--- config.mk ---
export PLATFORM = sky130hd
export DESIGN_NAME = dcc_core
export DESIGN_NICKNAME = d
export VERILOG_FILES = /design/src/hw/dcc_pkg.sv /design/src/hw/dcc_core.sv
export VERILOG_INCLUDE_DIRS = /design/src /design/src/hw
export SDC_FILE = /design/constraint.sdc
export NUM_CORES = 1
export LEC_CHECK = 0
export ABC_AREA = 1
export BUFFER_PORTS_ARGS = -buffer_cell sky130_fd_sc_hd__buf_2
export CAP_MARGIN = 20
export CORE_MARGIN = 1.5
export CORE_UTILIZATION = 59
export CTS_CLUSTER_SIZE = 12
export DETAILED_ROUTE_END_ITERATION = 7
export GPL_TIMING_DRIVEN = 1
export PLACE_DENSITY = 0.81
export REMOVE_ABC_BUFFERS = 1
export SETUP_SLACK_MARGIN = 0.4
export SKIP_LAST_GASP = 1
export SYNTH_ARGS = -nofsm -noshare
export SYNTH_HDL_FRONTEND = slang
export SYNTH_SLANG_ARGS = --single-unit
--- constraint.sdc ---
create_clock -name i_clock -period 2.6 [get_ports i_clock]
set_clock_uncertainty 0.15 [all_clocks]
set_input_delay 0.39 -clock i_clock [delete_from_list [all_inputs] [get_ports i_clock]]
set_output_delay 0.39 -clock i_clock [all_outputs]
set_load 0.005 [all_outputs]
--- src/hw/dcc_map.svh ---
// constants for the ddr2 cke and command control block
`ifndef DCC_MAP_SVH
`define DCC_MAP_SVH
`define DCC_NBANK 8
`define DCC_ROW_W 14
`define DCC_COL_W 10
`define DCC_AP_BIT 10
`define DCC_MR_W 14
`define DCC_AL_MAX 6
`define DCC_BURST_CLKS 4'h2
`define DCC_TXSRD_CLKS 8'hc8
`define DCC_CKE_MIN_CLKS 2'h3
`define DCC_PIN_IDLE 33'h1f0000000
`endif

--- src/hw/dcc_pkg.sv ---
// types for the ddr2 cke and command control block
package dcc_pkg;
  typedef enum logic [1:0] {DCC_ST_NORMAL, DCC_ST_ACT_PD, DCC_ST_PRE_PD, DCC_ST_SELF_REF} dcc_pstate_e;
  typedef enum logic [3:0] {
    DCC_CMD_DESEL, DCC_CMD_NOP, DCC_CMD_MRS, DCC_CMD_REF, DCC_CMD_PRE, DCC_CMD_ACT,
    DCC_CMD_WR, DCC_CMD_RD, DCC_CMD_BAD
  } dcc_cmd_e;
  typedef struct packed {
    dcc_pstate_e pst;
    logic cke_prev;
    logic [7:0] bank_open;
    logic [7:0][13:0] row;
    logic [6:0] al_rd;
    logic [6:0] al_wr;
    logic [6:0][13:0] al_addr;
    logic [3:0] busy;
    logic [7:0] xsrd;
    logic [3:0][13:0] mode;
    logic [2:0] mr_sel;
    logic mr_strobe;
    logic rd_go;
    logic wr_go;
    logic [2:0] acc_bank;
    logic [9:0] acc_col;
    logic acc_ap;
    logic wr_strobe;
    logic [7:0] wr_data;
    logic illegal;
    logic odt_on;
  } dcc_state_s;
endpackage

--- src/hw/dcc_core.sv ---
// command decode, power state and bank tracking of the ddr2 device
`timescale 1ns/1ps
`include "dcc_map.svh"
module dcc_core import dcc_pkg::*; (
  input wire logic i_clock,
  input wire logic i_rstn,
  input wire logic i_cke,
  input wire logic i_cs_n,
  input wire logic i_ras_n,
  input wire logic i_cas_n,
  input wire logic i_we_n,
  input wire logic [2:0] i_ba,
  input wire logic [13:0] i_addr,
  input wire logic [7:0] i_dq,
  input wire logic i_dm,
  input wire logic i_dq_valid,
  input wire logic i_odt,
  input wire logic i_odt_en,
  input wire logic [2:0] i_add_lat,
  output logic [1:0] o_power_state,
  output logic [7:0] o_bank_open,
  output logic o_rd_go,
  output logic o_wr_go,
  output logic [2:0] o_acc_bank,
  output logic [9:0] o_acc_col,
  output logic o_acc_ap,
  output logic o_mr_strobe,
  output logic [2:0] o_mr_sel,
  output logic [13:0] o_mr_value,
  output logic o_wr_strobe,
  output logic [7:0] o_wr_data,
  output logic o_odt_on,
  output logic o_read_ok,
  output logic o_illegal
);
  // two-stage synchronisers on every pin except i_odt_en and i_add_lat, first stage read only by the second
  logic [32:0] sync1_ff;
  logic [32:0] sync2_ff;
  // reset to idle pin levels, so no false clock-enable fall or command follows reset
  always_ff @(posedge i_clock or negedge i_rstn) begin
    if (!i_rstn) begin
      sync1_ff <= `DCC_PIN_IDLE;
      sync2_ff <= `DCC_PIN_IDLE;
    end else begin
      sync1_ff <= {i_cke, i_cs_n, i_ras_n, i_cas_n, i_we_n, i_ba, i_addr, i_dq, i_dm, i_dq_valid, i_odt};
      sync2_ff <= sync1_ff;
    end
  end
  logic cke, cs_n, ras_n, cas_n, we_n, dm, dq_valid, odt;
  logic [2:0] ba;
  logic [13:0] addr;
  logic [7:0] dq;
  assign {cke, cs_n, ras_n, cas_n, we_n, ba, addr, dq, dm, dq_valid, odt} = sync2_ff;

  // pin levels to a command code
  function automatic dcc_cmd_e decode(input logic c, input logic r, input logic a, input logic w);
    dcc_cmd_e res;
    res = DCC_CMD_BAD;
    if (c) res = DCC_CMD_DESEL;
    else begin
      unique case ({r, a, w})
        3'h7: res = DCC_CMD_NOP;
        3'h0: res = DCC_CMD_MRS;
        3'h1: res = DCC_CMD_REF;
        3'h2: res = DCC_CMD_PRE;
        3'h3: res = DCC_CMD_ACT;
        3'h4: res = DCC_CMD_WR;
        3'h5: res = DCC_CMD_RD;
        default: res = DCC_CMD_BAD;
      endcase
    end
    return res;
  endfunction

  dcc_state_s st_ff;
  dcc_state_s nxt_st;
  dcc_cmd_e cmd;
  logic quiet;
  logic busy_any;
  assign cmd = decode(cs_n, ras_n, cas_n, we_n);
  assign quiet = (cmd == DCC_CMD_DESEL) || (cmd == DCC_CMD_NOP);
  assign busy_any = (st_ff.busy != 4'h0) || (st_ff.al_rd != 7'h0) || (st_ff.al_wr != 7'h0);

  // one next-state process covers power state, banks, latency pipe and data
  always_comb begin
    nxt_st = st_ff;
    nxt_st.cke_prev = cke;
    nxt_st.mr_strobe = 1'b0;
    nxt_st.rd_go = 1'b0;
    nxt_st.wr_go = 1'b0;
    nxt_st.wr_strobe = 1'b0;
    nxt_st.illegal = 1'b0;
    nxt_st.busy = (st_ff.busy != 4'h0) ? st_ff.busy - 4'h1 : 4'h0;
    nxt_st.xsrd = (st_ff.xsrd != 8'h0) ? st_ff.xsrd - 8'h1 : 8'h0;
    // additive latency pipe, stage 0 is the internal registration point
    nxt_st.al_rd = {1'b0, st_ff.al_rd[6:1]};
    nxt_st.al_wr = {1'b0, st_ff.al_wr[6:1]};
    nxt_st.al_addr = {14'h0, st_ff.al_addr[6:1]};
    if (st_ff.al_rd[0] || st_ff.al_wr[0]) begin
      nxt_st.rd_go = st_ff.al_rd[0];
      nxt_st.wr_go = st_ff.al_wr[0];
      nxt_st.acc_bank = st_ff.al_addr[0][13:11];
      nxt_st.acc_col = st_ff.al_addr[0][9:0];
      nxt_st.acc_ap = st_ff.al_addr[0][`DCC_AP_BIT];
      nxt_st.busy = `DCC_BURST_CLKS;
      // auto-precharge closes the row in the same cycle the access registers
      if (st_ff.al_addr[0][`DCC_AP_BIT]) nxt_st.bank_open[st_ff.al_addr[0][13:11]] = 1'b0;
    end
    // masked data is dropped and the location keeps its old contents
    if (dq_valid && !dm) begin
      nxt_st.wr_strobe = 1'b1;
      nxt_st.wr_data = dq;
    end
    // odt follows its pin while i_odt_en is high, except in self refresh, never steers state
    nxt_st.odt_on = odt && i_odt_en && (st_ff.pst != DCC_ST_SELF_REF);
    unique case (st_ff.pst)
      DCC_ST_NORMAL: begin
        if (st_ff.cke_prev && cke) begin
          // deselect and nop leave everything running
          unique case (cmd)
            DCC_CMD_DESEL, DCC_CMD_NOP: ;
            DCC_CMD_MRS: begin
              if (st_ff.bank_open != 8'h0) nxt_st.illegal = 1'b1;
              else begin
                nxt_st.mode[ba[1:0]] = addr;
                nxt_st.mr_sel = ba;
                nxt_st.mr_strobe = 1'b1;
                nxt_st.busy = `DCC_BURST_CLKS;
              end
            end
            DCC_CMD_REF: if (st_ff.bank_open != 8'h0) nxt_st.illegal = 1'b1;
            DCC_CMD_PRE: begin
              if (addr[`DCC_AP_BIT]) nxt_st.bank_open = 8'h0;
              else nxt_st.bank_open[ba] = 1'b0;
              nxt_st.busy = `DCC_BURST_CLKS;
            end
            DCC_CMD_ACT: begin
              if (st_ff.bank_open[ba]) nxt_st.illegal = 1'b1;
              else begin
                nxt_st.bank_open[ba] = 1'b1;
                nxt_st.row[ba] = addr;
              end
            end
            DCC_CMD_RD, DCC_CMD_WR: begin
              if (st_ff.xsrd != 8'h0 && cmd == DCC_CMD_RD) nxt_st.illegal = 1'b1;
              else begin
                nxt_st.al_rd[i_add_lat] = (cmd == DCC_CMD_RD);
                nxt_st.al_wr[i_add_lat] = (cmd == DCC_CMD_WR);
                nxt_st.al_addr[i_add_lat] = {ba, addr[`DCC_AP_BIT:0]};
              end
            end
            default: nxt_st.illegal = 1'b1;
          endcase
        end else if (st_ff.cke_prev && !cke) begin
          if (busy_any) nxt_st.illegal = 1'b1;
          else if (cmd == DCC_CMD_REF && st_ff.bank_open == 8'h0) nxt_st.pst = DCC_ST_SELF_REF;
          else if (quiet) nxt_st.pst = (st_ff.bank_open != 8'h0) ? DCC_ST_ACT_PD : DCC_ST_PRE_PD;
          else nxt_st.illegal = 1'b1;
        end else if (!cke) nxt_st.illegal = 1'b1;
      end
      DCC_ST_ACT_PD, DCC_ST_PRE_PD: begin
        // no refresh runs here; the controller bounds the stay
        if (cke) begin
          nxt_st.pst = DCC_ST_NORMAL;
          if (!quiet) nxt_st.illegal = 1'b1;
          if (!i_odt_en) nxt_st.odt_on = 1'b0;
        end
      end
      DCC_ST_SELF_REF: begin
        if (cke) begin
          nxt_st.pst = DCC_ST_NORMAL;
          nxt_st.xsrd = `DCC_TXSRD_CLKS;
          if (!quiet) nxt_st.illegal = 1'b1;
        end
      end
    endcase
  end

  // async exit: cke level alone releases self refresh, no clock history needed
  logic sr_exit;
  assign sr_exit = (st_ff.pst == DCC_ST_SELF_REF) && cke;

  always_ff @(posedge i_clock or negedge i_rstn) begin
    if (!i_rstn) st_ff <= '0;
    else st_ff <= nxt_st;
  end

  assign o_power_state = sr_exit ? DCC_ST_NORMAL : st_ff.pst;
  assign o_bank_open = st_ff.bank_open;
  assign o_rd_go = st_ff.rd_go;
  assign o_wr_go = st_ff.wr_go;
  assign o_acc_bank = st_ff.acc_bank;
  assign o_acc_col = st_ff.acc_col;
  assign o_acc_ap = st_ff.acc_ap;
  assign o_mr_strobe = st_ff.mr_strobe;
  assign o_mr_sel = st_ff.mr_sel;
  assign o_mr_value = st_ff.mode[st_ff.mr_sel[1:0]];
  assign o_wr_strobe = st_ff.wr_strobe;
  assign o_wr_data = st_ff.wr_data;
  assign o_odt_on = st_ff.odt_on;
  assign o_read_ok = (st_ff.xsrd == 8'h0);
  assign o_illegal = st_ff.illegal;

  // checks next to the logic
  self_ref_idle_a: assert property (@(posedge i_clock) disable iff (!i_rstn)
    (st_ff.pst == DCC_ST_NORMAL && nxt_st.pst == DCC_ST_SELF_REF) |-> st_ff.bank_open == 8'h0)
    else $error("self refresh entered with open bank");
  pd_kind_a: assert property (@(posedge i_clock) disable iff (!i_rstn)
    ($rose(st_ff.pst == DCC_ST_ACT_PD)) |-> st_ff.bank_open != 8'h0)
    else $error("active power-down without open bank");
  odt_self_ref_a: assert property (@(posedge i_clock) disable iff (!i_rstn)
    ($past(st_ff.pst) == DCC_ST_SELF_REF && st_ff.pst == DCC_ST_SELF_REF) |-> !st_ff.odt_on)
    else $error("odt active in self refresh");
  xsrd_load_a: assert property (@(posedge i_clock) disable iff (!i_rstn)
    (st_ff.pst == DCC_ST_SELF_REF && cke) |=> (st_ff.xsrd == 8'hc8) ##200 o_read_ok)
    else $error("read hold-off after self refresh wrong");
  al_delay_a: assert property (@(posedge i_clock) disable iff (!i_rstn)
    (st_ff.pst == DCC_ST_NORMAL && st_ff.cke_prev && cke && cmd == DCC_CMD_RD && o_read_ok && i_add_lat == 3'h0)
    |=> ##1 o_rd_go)
    else $error("read not registered after additive latency");
  mask_a: assert property (@(posedge i_clock) disable iff (!i_rstn)
    (dq_valid && dm) |=> !o_wr_strobe)
    else $error("masked data written");
  act_open_a: assert property (@(posedge i_clock) disable iff (!i_rstn)
    (st_ff.pst == DCC_ST_NORMAL && st_ff.cke_prev && cke && cmd == DCC_CMD_ACT && !st_ff.bank_open[ba])
    |=> st_ff.bank_open[$past(ba)])
    else $error("activate did not open bank");
  nop_keeps_a: assert property (@(posedge i_clock) disable iff (!i_rstn)
    (st_ff.pst == DCC_ST_NORMAL && st_ff.cke_prev && cke && quiet && !busy_any)
    |=> st_ff.bank_open == $past(st_ff.bank_open) && !o_mr_strobe)
    else $error("nop changed state");

  // decode windows shared by the checks below
  logic both_high;
  logic cke_fall;
  assign both_high = (st_ff.pst == DCC_ST_NORMAL) && st_ff.cke_prev && cke;
  assign cke_fall = (st_ff.pst == DCC_ST_NORMAL) && st_ff.cke_prev && !cke;

  // refresh on a clean fall with all banks idle enters self refresh
  sr_entry_a: assert property (@(posedge i_clock) disable iff (!i_rstn)
    (cke_fall && cmd == DCC_CMD_REF && st_ff.bank_open == 8'h0 && !busy_any) |=> st_ff.pst == DCC_ST_SELF_REF)
    else $error("self refresh not entered");

  // quiet fall with idle banks is precharge power-down
  pre_pd_entry_a: assert property (@(posedge i_clock) disable iff (!i_rstn)
    (cke_fall && quiet && st_ff.bank_open == 8'h0 && !busy_any) |=> st_ff.pst == DCC_ST_PRE_PD)
    else $error("precharge power-down not entered");

  // quiet fall with an open row is active power-down
  act_pd_entry_a: assert property (@(posedge i_clock) disable iff (!i_rstn)
    (cke_fall && quiet && st_ff.bank_open != 8'h0 && !busy_any) |=> st_ff.pst == DCC_ST_ACT_PD)
    else $error("active power-down not entered");

  // low clock enable keeps power-down and leaves the open rows alone
  pd_hold_a: assert property (@(posedge i_clock) disable iff (!i_rstn)
    ((st_ff.pst == DCC_ST_ACT_PD || st_ff.pst == DCC_ST_PRE_PD) && !cke)
    |=> st_ff.pst == $past(st_ff.pst) && $stable(st_ff.bank_open))
    else $error("power-down not maintained");

  // rising clock enable leaves power-down
  pd_exit_a: assert property (@(posedge i_clock) disable iff (!i_rstn)
    ((st_ff.pst == DCC_ST_ACT_PD || st_ff.pst == DCC_ST_PRE_PD) && cke) |=> st_ff.pst == DCC_ST_NORMAL)
    else $error("power-down not left");

  // low clock enable keeps self refresh
  sr_hold_a: assert property (@(posedge i_clock) disable iff (!i_rstn)
    (st_ff.pst == DCC_ST_SELF_REF && !cke) |=> st_ff.pst == DCC_ST_SELF_REF)
    else $error("self refresh not maintained");

  // exit shows on the state output before any further edge
  sr_exit_a: assert property (@(posedge i_clock) disable iff (!i_rstn)
    (st_ff.pst == DCC_ST_SELF_REF && cke) |-> o_power_state == DCC_ST_NORMAL)
    else $error("self refresh exit not reported");

  // a fall while work is pending is refused and the state stays normal
  busy_fall_a: assert property (@(posedge i_clock) disable iff (!i_rstn)
    (cke_fall && busy_any) |=> o_illegal && st_ff.pst == DCC_ST_NORMAL)
    else $error("power state change while busy");

  // mode set with idle banks loads the register chosen by the bank address
  mrs_load_a: assert property (@(posedge i_clock) disable iff (!i_rstn)
    (both_high && cmd == DCC_CMD_MRS && st_ff.bank_open == 8'h0)
    |=> o_mr_strobe && o_mr_sel == $past(ba) && o_mr_value == $past(addr))
    else $error("mode register not loaded");

  // mode set with an open row is refused
  mrs_refused_a: assert property (@(posedge i_clock) disable iff (!i_rstn)
    (both_high && cmd == DCC_CMD_MRS && st_ff.bank_open != 8'h0) |=> o_illegal && !o_mr_strobe)
    else $error("mode set with open bank accepted");

  // activate to a bank that already holds a row is refused
  act_refused_a: assert property (@(posedge i_clock) disable iff (!i_rstn)
    (both_high && cmd == DCC_CMD_ACT && st_ff.bank_open[ba]) |=> o_illegal)
    else $error("activate to open bank accepted");

  // read inside the hold-off after self refresh is refused
  rd_hold_off_a: assert property (@(posedge i_clock) disable iff (!i_rstn)
    (both_high && cmd == DCC_CMD_RD && !o_read_ok) |=> o_illegal)
    else $error("read accepted during hold-off");

  // auto-precharge closes the row in the cycle the access registers
  ap_close_a: assert property (@(posedge i_clock) disable iff (!i_rstn)
    ((o_rd_go || o_wr_go) && o_acc_ap) |-> !o_bank_open[o_acc_bank])
    else $error("auto-precharge left row open");

  // an unmasked beat is handed on with its data
  wr_data_a: assert property (@(posedge i_clock) disable iff (!i_rstn)
    (dq_valid && !dm) |=> o_wr_strobe && o_wr_data == $past(dq))
    else $error("unmasked data not written");

  // deselect starts nothing and raises no fault
  desel_idle_a: assert property (@(posedge i_clock) disable iff (!i_rstn)
    (both_high && cmd == DCC_CMD_DESEL) |=> !o_illegal && !o_mr_strobe)
    else $error("deselect started work");

  // precharge of one bank closes that bank
  pre_close_a: assert property (@(posedge i_clock) disable iff (!i_rstn)
    (both_high && cmd == DCC_CMD_PRE && !addr[`DCC_AP_BIT]) |=> !st_ff.bank_open[$past(ba)])
    else $error("precharge left bank open");
endmodule

After elaboration in Yosys (flattened, before gate mapping). Cells that the tools add are included.

Multipliers: 0. Equality and inequality tests: 22. Multiplexer cells: 70. $add $sub $neg: 2. $lt $le $gt $ge: 9. Reductions and logical operators: 36. Div/mod/pow operators: 0. Shift-type cells: 0. Bitwise logic cells: 7.

Operators with widths (number): $mux W236 (2); $mux W112 (3); $mux W120 (1); $bwmux W112 (1); $bwmux W98 (1); $demux W14 S3 (2); $bwmux W56 (1); $mux W14 (4); $mux W8 (6); $bmux W14 S2 (1); $demux W14 S2 (1); $pmux W4 S7 (1); $mux W1 (20); $mux W2 (9); $and A8 B8 Y8 (2); $eq A4 B3 Y1 const B (4); $logic_not A8 Y1 (2); $mux W16 (1); $mux W4 (4); $not A8 Y8 (2); $pmux W8 S2 (1); $reduce_bool A8 Y1 (2); $bwmux W7 (2); $reduce_bool A7 Y1 (2); 36 further kinds (71).

Register bits after elaboration: 400. Output and inout bits: 56. Memories: 0. Logic and storage cells: 185. Bits in latches: 0. Input port bits: 39. RAM bits: 0. Memory bits (read-only): 0.

Depth between registers and ports, before layout. Gate-level depths: netlist of the first run.

Depth after elaboration: 13. Depth in mapped cells: 12.

Worst setup path after synthesis of the first run. OpenSTA, ideal clock, no wires.

Path kind: register -> register. Start: reg st_ff[332] (netlist name). End: reg st_ff[69] (netlist name). Required time: 2.333 ns. Arrival time: 1.623 ns. Buffers on the path: 1. Clock period less this slack: 1.889 ns. Stages on the path, launching flop included: 13. Setup slack: 0.711 ns. Library setup time: 0.117 ns. Path through: dfrtp_1 inv_1 ha_1 inv_1 nor2_8 inv_2 nor3_4 nand2_4 nor2_4 nand2_2 buf_6 nand2_1 nand2_1.

Cells in the longest elaborated chain, start to end: 2.

RTL lines: from (decl) (RTL line dcc_core.sv:75) `dcc_state_s st_ff;`; from (signal assigned) (RTL line dcc_core.sv:185) `else st_ff <= nxt_st;`; $logic_not A2 Y1 (RTL line dcc_core.sv:116) `unique case (st_ff.pst)`; $reduce_and A4 Y1 (no source line).

No other way between the ends. A chain may end at the register's enable or synchronous reset.

Worst setup path after layout of the first run.
Start: reg st_ff (netlist bit o_mr_sel[0]). End: out o_mr_value[10].

Cells in the longest elaborated chain, start to end: 2.

RTL lines: $bmux W14 S2 (RTL line dcc_core.sv:197) `assign o_mr_value = st_ff.mode[st_ff.mr_sel[1:0]];`; $mux W14 (not written as such) (RTL line dcc_core.sv:197); to (decl) (RTL line dcc_core.sv:29) `output logic [13:0] o_mr_value,`.

No other way between the ends. The select of a mux whose other input is x is not followed.

==> results of run 1 <==
layout make-up:
type / instances / area share, %
Sequential cell: 288 / 54.3
Multi-Input combinational cell: 713 / 24.9
Timing Repair Buffer: 172 / 9.64
Clock buffer: 45 / 6.28
Tap cell: 234 / 2.20
Inverter: 66 / 2.18
Clock inverter: 3 / 0.517
Timing Repair inverter: 1 / 0.0470
power by group through the flow:
stage / clock network, mW / logic [mW] / registers [mW]
after floorplan: 0 / 0.870 / 5.06
after global placement: 0 / 1.45 / 5.06
after detailed placement: 0 / 1.51 / 5.07
after CTS: 4.04 / 1.59 / 5.02
after global routing: 4.25 / 1.96 / 5.06
final: 4.01 / 1.77 / 5.04
cells in the mapped netlist, drive strengths merged:
library cell  count  share of area (%)
a22oi             6               0.40
a31oi             1              0.056
buf              54                3.5
o211ai            2               0.13
nand2           361                 12
clkinv            2              0.078
nor4              2               0.11
o21bai            1              0.067
nor3             27                1.5
o21ai           154                7.2
o22ai            15               0.84
and2              1              0.056
o311ai            1              0.078
nand3            24                1.1
o221ai            2               0.16
ha                4               0.45
dfstp            10                2.3
nor2             90                3.4
a21oi             7               0.31
a21boi            1              0.067
nand4             9               0.56
xnor2             1              0.078
dfrtp           278                 62
inv              64                2.1
clkbuf           22               0.74
xor2              2               0.16
registers in the layout, summed over array words and instances (netlist names):
register / count
o_acc_ap: 1
o_acc_bank: 3
o_acc_col: 10
o_bank_open: 8
o_illegal: 1
o_mr_sel: 3
o_mr_strobe: 1
o_odt_on: 1
o_rd_go: 1
o_wr_data: 8
o_wr_go: 1
o_wr_strobe: 1
st_ff: 183
sync1_ff: 33
sync2_ff: 33
path summary, 6_finish.rpt:
kind	from	endpoint	slack [ns]
max in group asynchronous	i_rstn	st_ff[53]	1.31
hold reg to reg	sync1_ff[12]	sync2_ff[12]	0.20
min in group asynchronous	i_rstn	st_ff[90]	0.25
setup / recovery	o_mr_sel[0]	o_mr_value[10]	0.36
hold / removal	i_add_lat[0]	st_ff[206]	0.07
setup reg to reg	sync2_ff[29]	o_bank_open[1]	0.44
worst reg2reg max path: cells and delay by family (launching register included):
family                 cells  cell delay, ns
and+or+nand+nor            5            1.11
DFF                        1            0.56
buffers and inverters      2            0.27
layer usage:
layer / routed length (µm) / vias to the layer above / share of wire [%] / global-route usage, %
li1: - / 3900 / - / -
met1: 10400 / 4084 / 40 / 34.3
met2: 13300 / 404 / 51 / 44.3
met3: 1790 / 86 / 6.8 / 3.60
met4: 729 / 0 / 2.8 / 8.06
met5: 0 / - / 0 / 0
placed cells by master (no fill, tap or decap), types with 3 or more instances in the layout:
cell type      count
o21ai_2           12
nor2_1            84
clkbuf_16         30
dlygate4sd3_1     35
nor3_1            24
clkbuf_1          11
inv_1             58
nand2_1          355
ha_1               4
nor3_4             3
nor2_4             3
buf_4             33
buf_12             9
o22ai_1           15
nand2_2            3
clkbuf_8           5
o21ai_0          121
nand4_1            8
buf_2             93
dfstp_2           10
clkinvlp_4         4
dfrtp_1          276
o21ai_1           21
nand3_1           23
a22oi_1            6
a21oi_1            7
nand2_4            3
cell families after synthesis:
group	after synthesis	synth area share [%]
compound gates	190	9.31
buf+inv	142	6.46
fa+ha+maj	4	0.448
xor+xnor	3	0.235
simple gates	514	19.0
flops	288	64.6
repair_timing:
action / in CTS / in global routing
gates cloned: 1 / 3
hold endpoints to repair: 97 / 0
endpoints found under the setup margin: 33 / 153
hold buffers: 35 / 0
buffers inserted: 2 / 20
gates resized for setup: 9 / 38
pin swaps: 1 / 8
==> reports/qor.csv, run 1 <==
stage,metric,value,unit
place,Final HPWL DP,14900,µm
place,port bufs,94,
routing,vias,8474,
die,initial core utilization,60.0,%
die,die area,19800,µm²
sta,worst setup margin,0.363,ns
cts,Clock Pin Slew Worst Setup and Hold Paths,0.06,ns
final_layout,Antenna diodes,0,
die,Core Region,18600,µm²
final_layout,Multi-input gate area,3310,µm²
final_layout,area growth from synthesis to layout,19.0,%
final_layout,Fill cells,1229,
critical_path,worst-path cell chain,buf_12 > o21ai_0 > o22ai_1 > buf_2,
global_routing,vias in the first global route,8178,
sta,Max Slew Vio Count,0,
sta,slew margin rel.,59.1,%
sta,"Period Utilization, post-route",86.0,%
pwr,leakage,6.74,nW
cts,CTS tree,yes,
global_routing,GRT Total Usage,25.8,%
critical_path,Critical Path RT,2.06,ns
sta,Max Clock Freq,0.447,GHz
sta,RSZ-0062 raised after global routing,true,
pwr,VDD IR max,520,µV
pwr,P_int,7.90,mW
cts,Sinks on Clock Net,288,
sta,minimum clock period,2.24,ns
die,Die Ht,141,µm
logic_synthesis,Synth Register Bits,288,
critical_path,crit path DAT,1.70,ns
routing,wire per inst,17.2,µm
pwr,switching fraction of total power,27.0,%
die,io pins,95,
cts,clock tree buffer depth,3,
routing,number of nets with antenna violations after routing,0,
logic_synthesis,post-synthesis cell area,11200,µm²
routing,total wire length,26200,µm
final_layout,final core occ,71.4,%
sta,"Setup violations, final",0,
place,placed cells,1413,
routing,Initial DRT Pass Iterations,7,
logic_synthesis,register area share after synthesis,64.6,%
flow_run,MaxCap Viol Count,0,
final_layout,FF/Latch Area,7220,µm²
critical_path,CP top delay family,flip-flops,
global_routing,initial antenna violation count,0,
status,status,"finished, final reports clean",
final_layout,Final Instance Area,13300,µm²
routing,DR iter-0 viols,835,
logic_synthesis,syn_area_per_cell,9.80,µm²
place,routability cong.,0.896,
min_path,Tightest Hold Check Type,input port to flop,
pwr,Seq pwr share,46.6,%
cts,CTS H-Tree Depth,1,
die,width of the die,141,µm
cts,total CTS buffers,29,
critical_path,Critical Path Start Type,flop,
logic_synthesis,YS warnings,0,
place,DP Area,11700,µm²
critical_path,critical path class,flop to primary output,
place,post-place setup slack,0.332,ns
cts,Skew-Pair Late Insertion Delay,0.54,ns
sta,worst hold slack,0.0702,ns
sta,setup TNS,0,ns
pwr,"Power, Total",10.8,mW
critical_path,Reg2Reg Depth,7,
die,Std-Cell Rows,50,
routing,drc violations,0,
pwr,combinational power share,16.3,%
final_layout,Layout Cells excl Fill,1522,
pwr,Net Switching,2.92,mW
global_routing,first-pass GRT wire length,40800,µm
pwr,clock network power share,37.1,%
sta,Final Hold Viols,0,
global_routing,pin count of the biggest net entering global routing,74,
logic_synthesis,Mapped Cells,1141,
global_routing,grt total ovfl,0,
critical_path,crit-path max FO,15,
critical_path,Crit path buffers/inverters,2,
sta,worst slew pin tran,0.609,ns
min_path,hold path cells,4,
critical_path,Worst path depth,4,
critical_path,CP Capture Type,primary output,
final_layout,share of layout cells above drive strength 1,17.5,%
final_layout,nets,1314,
pwr,power per cell area,813,nW/µm²
critical_path,slowest cell on the critical path,dfrtp_2,
critical_path,CP max stage delay,0.50,ns
cts,CTS root buffer,clkbuf_16,
routing,routed vias/inst,5.57,
logic_synthesis,synth unique cells,39,
Power figures use the tool's default switching activity.
==> run 2, diff against run 1 <==
--- a/config.mk
+++ b/config.mk
@@ -9,9 +9,10 @@
 export ABC_AREA = 1
 export BUFFER_PORTS_ARGS = -buffer_cell sky130_fd_sc_hd__buf_2
 export CAP_MARGIN = 20
+export CORE_ASPECT_RATIO = 1.75
 export CORE_MARGIN = 1.5
 export CORE_UTILIZATION = 59
-export CTS_CLUSTER_SIZE = 12
+export CTS_CLUSTER_SIZE = 30
 export DETAILED_ROUTE_END_ITERATION = 7
 export GPL_TIMING_DRIVEN = 1
 export PLACE_DENSITY = 0.81
==> reports/qor.csv, run 2 (synthesis results as in run 1) <==
stage,metric,value,unit
pwr,"Power, Total",10.6,mW
place,routability cong.,0.865,
die,Core Region,18600,µm²
cts,CTS root buffer,clkbuf_16,
global_routing,first-pass GRT wire length,40600,µm
critical_path,CP Capture Type,primary output,
sta,"Setup violations, final",0,
final_layout,Regs by FF count,"st_ff: 183 flops, sync1_ff: 33 flops, sync2_ff: 33 flops",
cts,CTS H-Tree Depth,1,
die,io pins,95,
die,width of the die,107,µm
global_routing,initial antenna violation count,0,
flow_run,MaxCap Viol Count,0,
sta,minimum clock period,2.25,ns
cts,Clock Pin Slew Worst Setup and Hold Paths,0.07,ns
cts,Skew-Pair Late Insertion Delay,0.52,ns
place,Final HPWL DP,15700,µm
routing,routed vias/inst,5.53,
final_layout,area growth from synthesis to layout,17.3,%
sta,worst slew pin tran,0.593,ns
final_layout,"commonest non-fill, non-tap cells in the layout","nand2_1, dfrtp_1, o21ai_0, buf_2, nor2_1",
place,port bufs,94,
sta,setup TNS,0,ns
critical_path,Critical Path RT,2.06,ns
min_path,Tightest Hold Check Type,input port to flop,
cts,CTS tree,yes,
final_layout,nets,1302,
global_routing,vias in the first global route,8536,
cts,clock tree buffer depth,3,
routing,DR iter-0 viols,645,
die,initial core utilization,60.2,%
sta,Max Slew Vio Count,0,
routing,Initial DRT Pass Iterations,6,
die,Std-Cell Rows,66,
final_layout,share of layout cells above drive strength 1,17.3,%
pwr,leakage,6.66,nW
final_layout,Reg with most FFs,st_ff,
die,Die Ht,185,µm
die,die area,19800,µm²
critical_path,crit path DAT,1.71,ns
critical_path,Critical Path Start Type,flop,
pwr,VDD IR max,913,µV
sta,"Period Utilization, post-route",86.4,%
final_layout,max reg flops,183,
global_routing,grt total ovfl,0,
cts,total CTS buffers,25,
routing,drc violations,0,
global_routing,pin count of the biggest net entering global routing,68,
final_layout,final core occ,70.6,%
sta,Max Clock Freq,0.445,GHz
status,status,"finished, final reports clean",
critical_path,crit-path max FO,15,
critical_path,critical path class,flop to primary output,
global_routing,GRT Total Usage,25.7,%
final_layout,Fill cells,1353,
final_layout,Antenna diodes,0,
pwr,power per cell area,805,nW/µm²
final_layout,"commonest non-fill, non-tap cell in the layout",nand2_1,
routing,number of nets with antenna violations after routing,0,
cts,Sinks on Clock Net,288,
sta,Final Hold Viols,0,
sta,RSZ-0062 raised after global routing,true,
sta,slew margin rel.,60.2,%
routing,wire per inst,17.1,µm
routing,vias,8387,
routing,total wire length,25900,µm
run 2: cell types whose count changed in the layout (fill, tap and decap cells not counted), sizes merged:
cell,before,now
nand2,363,362
inv,62,68
clkinv,2,6
clkbuf,46,39
buf,136,128
clkinvlp,4,0
run 2: stage by stage:
step / worst slack [ns] / instance area [µm²] / instances / hold WS, ns
floorplan: 0.402 / 10700 / 1065 / -0.0556
global placement: 0.487 / 11700 / 1423 / 0.181
detailed placement: 0.385 / 11700 / 1423 / 0.185
CTS: 0.380 / 12900 / 1506 / 0.0768
global route: 0.316 / 13100 / 1516 / 0.0805
finish: 0.352 / 13100 / 1516 / 0.0844
run 2: final cells by class:
| class | instances | area, µm² | area share, % |
|---|---|---|---|
| flip-flops and latches | 288 | 7220 | 55.1 |
| multi-input cells | 712 | 3330 | 25.4 |
| repair buffers | 165 | 1160 | 8.85 |
| clock buffers | 37 | 731 | 5.57 |
| well taps | 238 | 298 | 2.27 |
| inverters | 66 | 256 | 1.96 |
| clock inverters | 9 | 106 | 0.811 |
| repair inverters | 1 | 6.26 | 0.0477 |
run 2: worst paths after layout:
kind / from / end / slack (ns) / cells past startpoint
worst max-delay path: o_mr_sel[0] / o_mr_value[11] / 0.35 / 4
worst min-delay path: i_add_lat[0] / st_ff[204] / 0.08 / 4
worst max register to register: st_ff[333] / st_ff[75] / 0.45 / 11
worst min register to register: sync1_ff[21] / sync2_ff[21] / 0.20 / 0
max in group asynchronous: i_rstn / o_wr_strobe / 1.20 / 3
min in group asynchronous: i_rstn / st_ff[91] / 0.25 / 2
run 2: timing repair:
action / 4_1_cts / 5_1_grt
endpoints found under the hold margin: 93 / 0
gates cloned: 0 / 4
hold buffers: 35 / 0
setup buffers: 2 / 6
gates resized for setup: 7 / 36
pin swaps: 0 / 6
endpoints found under the setup margin: 24 / 69
run 2: metal layers:
layer  part of all wire, %  wire length, µm  up-vias  global-route usage (%)
li1                      -                -     3869                       -
met1                    36             9230     4097                    29.8
met2                    55            14200      346                    47.7
met3                   6.4             1650       75                    3.31
met4                   3.1              807        0                    9.44
met5                     0                0        -                       0
run 2: where the power goes:
part	total, mW	leakage, nW	switching, mW	internal, mW
clock network	3.75	0.415	1.59	2.15
logic	1.76	2.45	1.07	0.694
registers	5.04	3.80	0.235	4.81
run 2: critical path: stages, from the launching register on:
cell	delay, ns
dfrtp_2	0.56
clkbuf_16	0.25
nor2_1	0.07
o22ai_1	0.16
buf_2	0.14
==> run 3, diff against run 2 <==
--- a/config.mk
+++ b/config.mk
@@ -15,7 +15,7 @@
 export CTS_CLUSTER_SIZE = 30
 export DETAILED_ROUTE_END_ITERATION = 7
 export GPL_TIMING_DRIVEN = 1
-export PLACE_DENSITY = 0.81
+export PLACE_DENSITY_LB_ADDON = 0.12
 export REMOVE_ABC_BUFFERS = 1
 export SETUP_SLACK_MARGIN = 0.4
 export SKIP_LAST_GASP = 1
==> reports/qor.csv, run 3 (synthesis results as in run 1) <==
stage,metric,value,unit
status,status,"finished, final reports clean",
cts,total CTS buffers,26,
critical_path,worst-path cell chain,buf_12 > o21ai_0 > o22ai_1 > buf_2,
final_layout,Reg with most FFs,st_ff,
critical_path,Critical Path RT,2.06,ns
final_layout,Regs by FF count,"st_ff: 183 flops, sync1_ff: 33 flops, sync2_ff: 33 flops",
global_routing,GRT Total Usage,24.3,%
pwr,leakage,6.74,nW
routing,drc violations,0,
cts,CTS H-Tree Depth,1,
critical_path,Reg2Reg Launch Point,st_ff[332],
final_layout,"commonest non-fill, non-tap cell in the layout",nand2_1,
pwr,clock network power share,36.4,%
sta,RSZ-0062 raised after global routing,true,
cts,Clock Pin Slew Worst Setup and Hold Paths,0.06,ns
cts,Sinks on Clock Net,288,
routing,number of nets with antenna violations after routing,0,
critical_path,critical path class,flop to primary output,
critical_path,slowest cell on the critical path,dfrtp_2,
critical_path,crit path DAT,1.63,ns
final_layout,nets,1308,
die,width of the die,107,µm
sta,minimum clock period,2.17,ns
sta,worst hold slack,0.0921,ns
sta,Max Slew Vio Count,0,
cts,clock tree buffer depth,3,
pwr,power per cell area,794,nW/µm²
critical_path,FF-to-FF setup slack,0.44,ns
min_path,min-delay src,i_add_lat[0],
pwr,combinational power share,16.0,%
final_layout,area growth from synthesis to layout,18.3,%
die,Core Region,18600,µm²
place,DP Area,11800,µm²
min_path,Tightest Hold Check Type,input port to flop,
place,routability cong.,0.848,
die,initial core utilization,60.2,%
place,Final HPWL DP,15400,µm
sta,Final Hold Viols,0,
cts,CTS root buffer,clkbuf_16,
global_routing,initial antenna violation count,0,
pwr,VDD IR max,615,µV
sta,Max Clock Freq,0.460,GHz
routing,Initial DRT Pass Iterations,5,
critical_path,crit-path max FO,30,
routing,vias,8110,
pwr,Seq pwr share,47.7,%
critical_path,Critical Path Start Type,flop,
sta,worst slew pin tran,0.653,ns
pwr,switching fraction of total power,26.8,%
min_path,hold path cells,4,
final_layout,Final Instance Area,13200,µm²
routing,wire per inst,15.9,µm
routing,routed vias/inst,5.33,
routing,total wire length,24200,µm
die,Die Ht,185,µm
critical_path,CP top delay family,flip-flops,
flow_run,MaxCap Viol Count,0,
final_layout,share of layout cells above drive strength 1,17.9,%
critical_path,Crit path buffers/inverters,2,
sta,"Setup violations, final",0,
final_layout,max reg flops,183,
global_routing,vias in the first global route,7921,
cts,Skew-Pair Late Insertion Delay,0.53,ns
critical_path,CP Capture Type,primary output,
sta,setup TNS,0,ns
die,Std-Cell Rows,66,
critical_path,CP max stage delay,0.46,ns
final_layout,Antenna diodes,0,
sta,"Period Utilization, post-route",83.6,%
pwr,"Power, Total",10.5,mW
place,port bufs,94,
critical_path,FF-to-FF End,st_ff[78],
global_routing,first-pass GRT wire length,38400,µm
global_routing,grt total ovfl,0,
final_layout,"commonest non-fill, non-tap cells in the layout","nand2_1, dfrtp_1, o21ai_0, buf_2, nor2_1",
global_routing,pin count of the biggest net entering global routing,77,
die,io pins,95,
pwr,Net Switching,2.81,mW
critical_path,Reg2Reg Depth,12,
pwr,P_int,7.69,mW
min_path,"Endpoint, Worst Hold",st_ff[206],
routing,DR iter-0 viols,522,
cts,CTS tree,yes,
die,die area,19800,µm²
sta,slew margin rel.,56.4,%
run 3: cell types whose count changed in the layout (fill, tap and decap cells not counted), sizes merged:
cell      delta
nand2        +2
buf          +5
clkbuf       +1
inv          -3
clkinvlp     +1
clkinv       +2
bufinv       -1
run 3: worst reg2reg max path: stages (launching register included):
cell	delay, ns
dfrtp_1	0.41
inv_1	0.09
ha_1	0.16
inv_2	0.08
nor2_8	0.15
inv_2	0.07
nor3_4	0.16
nand2_4	0.15
nor2_4	0.17
buf_12	0.13
nand2_4	0.12
nand2_1	0.13
nand2_1	0.07
run 3: power by group through the flow:
stage	registers, mW	logic (mW)	clock network [mW]
2_1_floorplan	5.06	0.870	0
3_3_place_gp	5.06	1.49	0
3_5_place_dp	5.07	1.52	0
4_1_cts	5.00	1.59	3.89
5_1_grt	5.04	1.88	4.07
6_report	5.01	1.68	3.82
run 3: final cells by class:
| class | instances | area (µm²) |
|---|---|---|
| timing repair inverter | 1 | 6.26 |
| multi-input combinational | 714 | 3350 |
| timing repair buffer | 168 | 1230 |
| tap | 238 | 298 |
| clock inverter | 8 | 65.1 |
| fill | 1410 | 5350 |
| clock buffer | 40 | 805 |
| sequential | 288 | 7220 |
| inverter | 66 | 259 |
run 3: how the worst max path moves through the flow:
stage                            from        endpoint  slack, ns  cells past startpoint
after floorplan           o_mr_sel[0]   o_mr_value[0]       0.40                      3
after global placement     st_ff[204]  o_bank_open[6]       0.43                      9
after detailed placement   st_ff[332]      st_ff[111]       0.40                     10
after CTS                 o_mr_sel[0]   o_mr_value[5]       0.40                      4
after global routing       st_ff[332]       st_ff[78]       0.33                     12
final                     o_mr_sel[0]   o_mr_value[7]       0.43                      4
run 3: layer usage:
layer / part of all wire [%] / wire [µm] / GRT usage, %
met4: 2.9 / 701 / 8.64
met3: 4.1 / 995 / 3.62
met2: 54 / 13000 / 43.2
met5: 0 / 0 / 0
met1: 39 / 9490 / 29.9
run 3: through the flow:
stage                     worst slack [ns]  cells  utilization, %
after CTS                            0.396   1508            70.0
after global placement               0.435   1424            63.3
after detailed placement             0.399   1424            63.3
final                                0.425   1523            71.2
after global routing                 0.330   1523            71.2
after floorplan                      0.402   1065               -
run 3: repair_timing:
item / in CTS / in global routing
gates resized for setup: 7 / 30
hold buffers: 35 / 0
pin swaps: 1 / 3
setup buffers: 1 / 11
endpoints found under the hold margin: 97 / 0
setup endpoints to repair: 20 / 104
gates cloned: 0 / 4
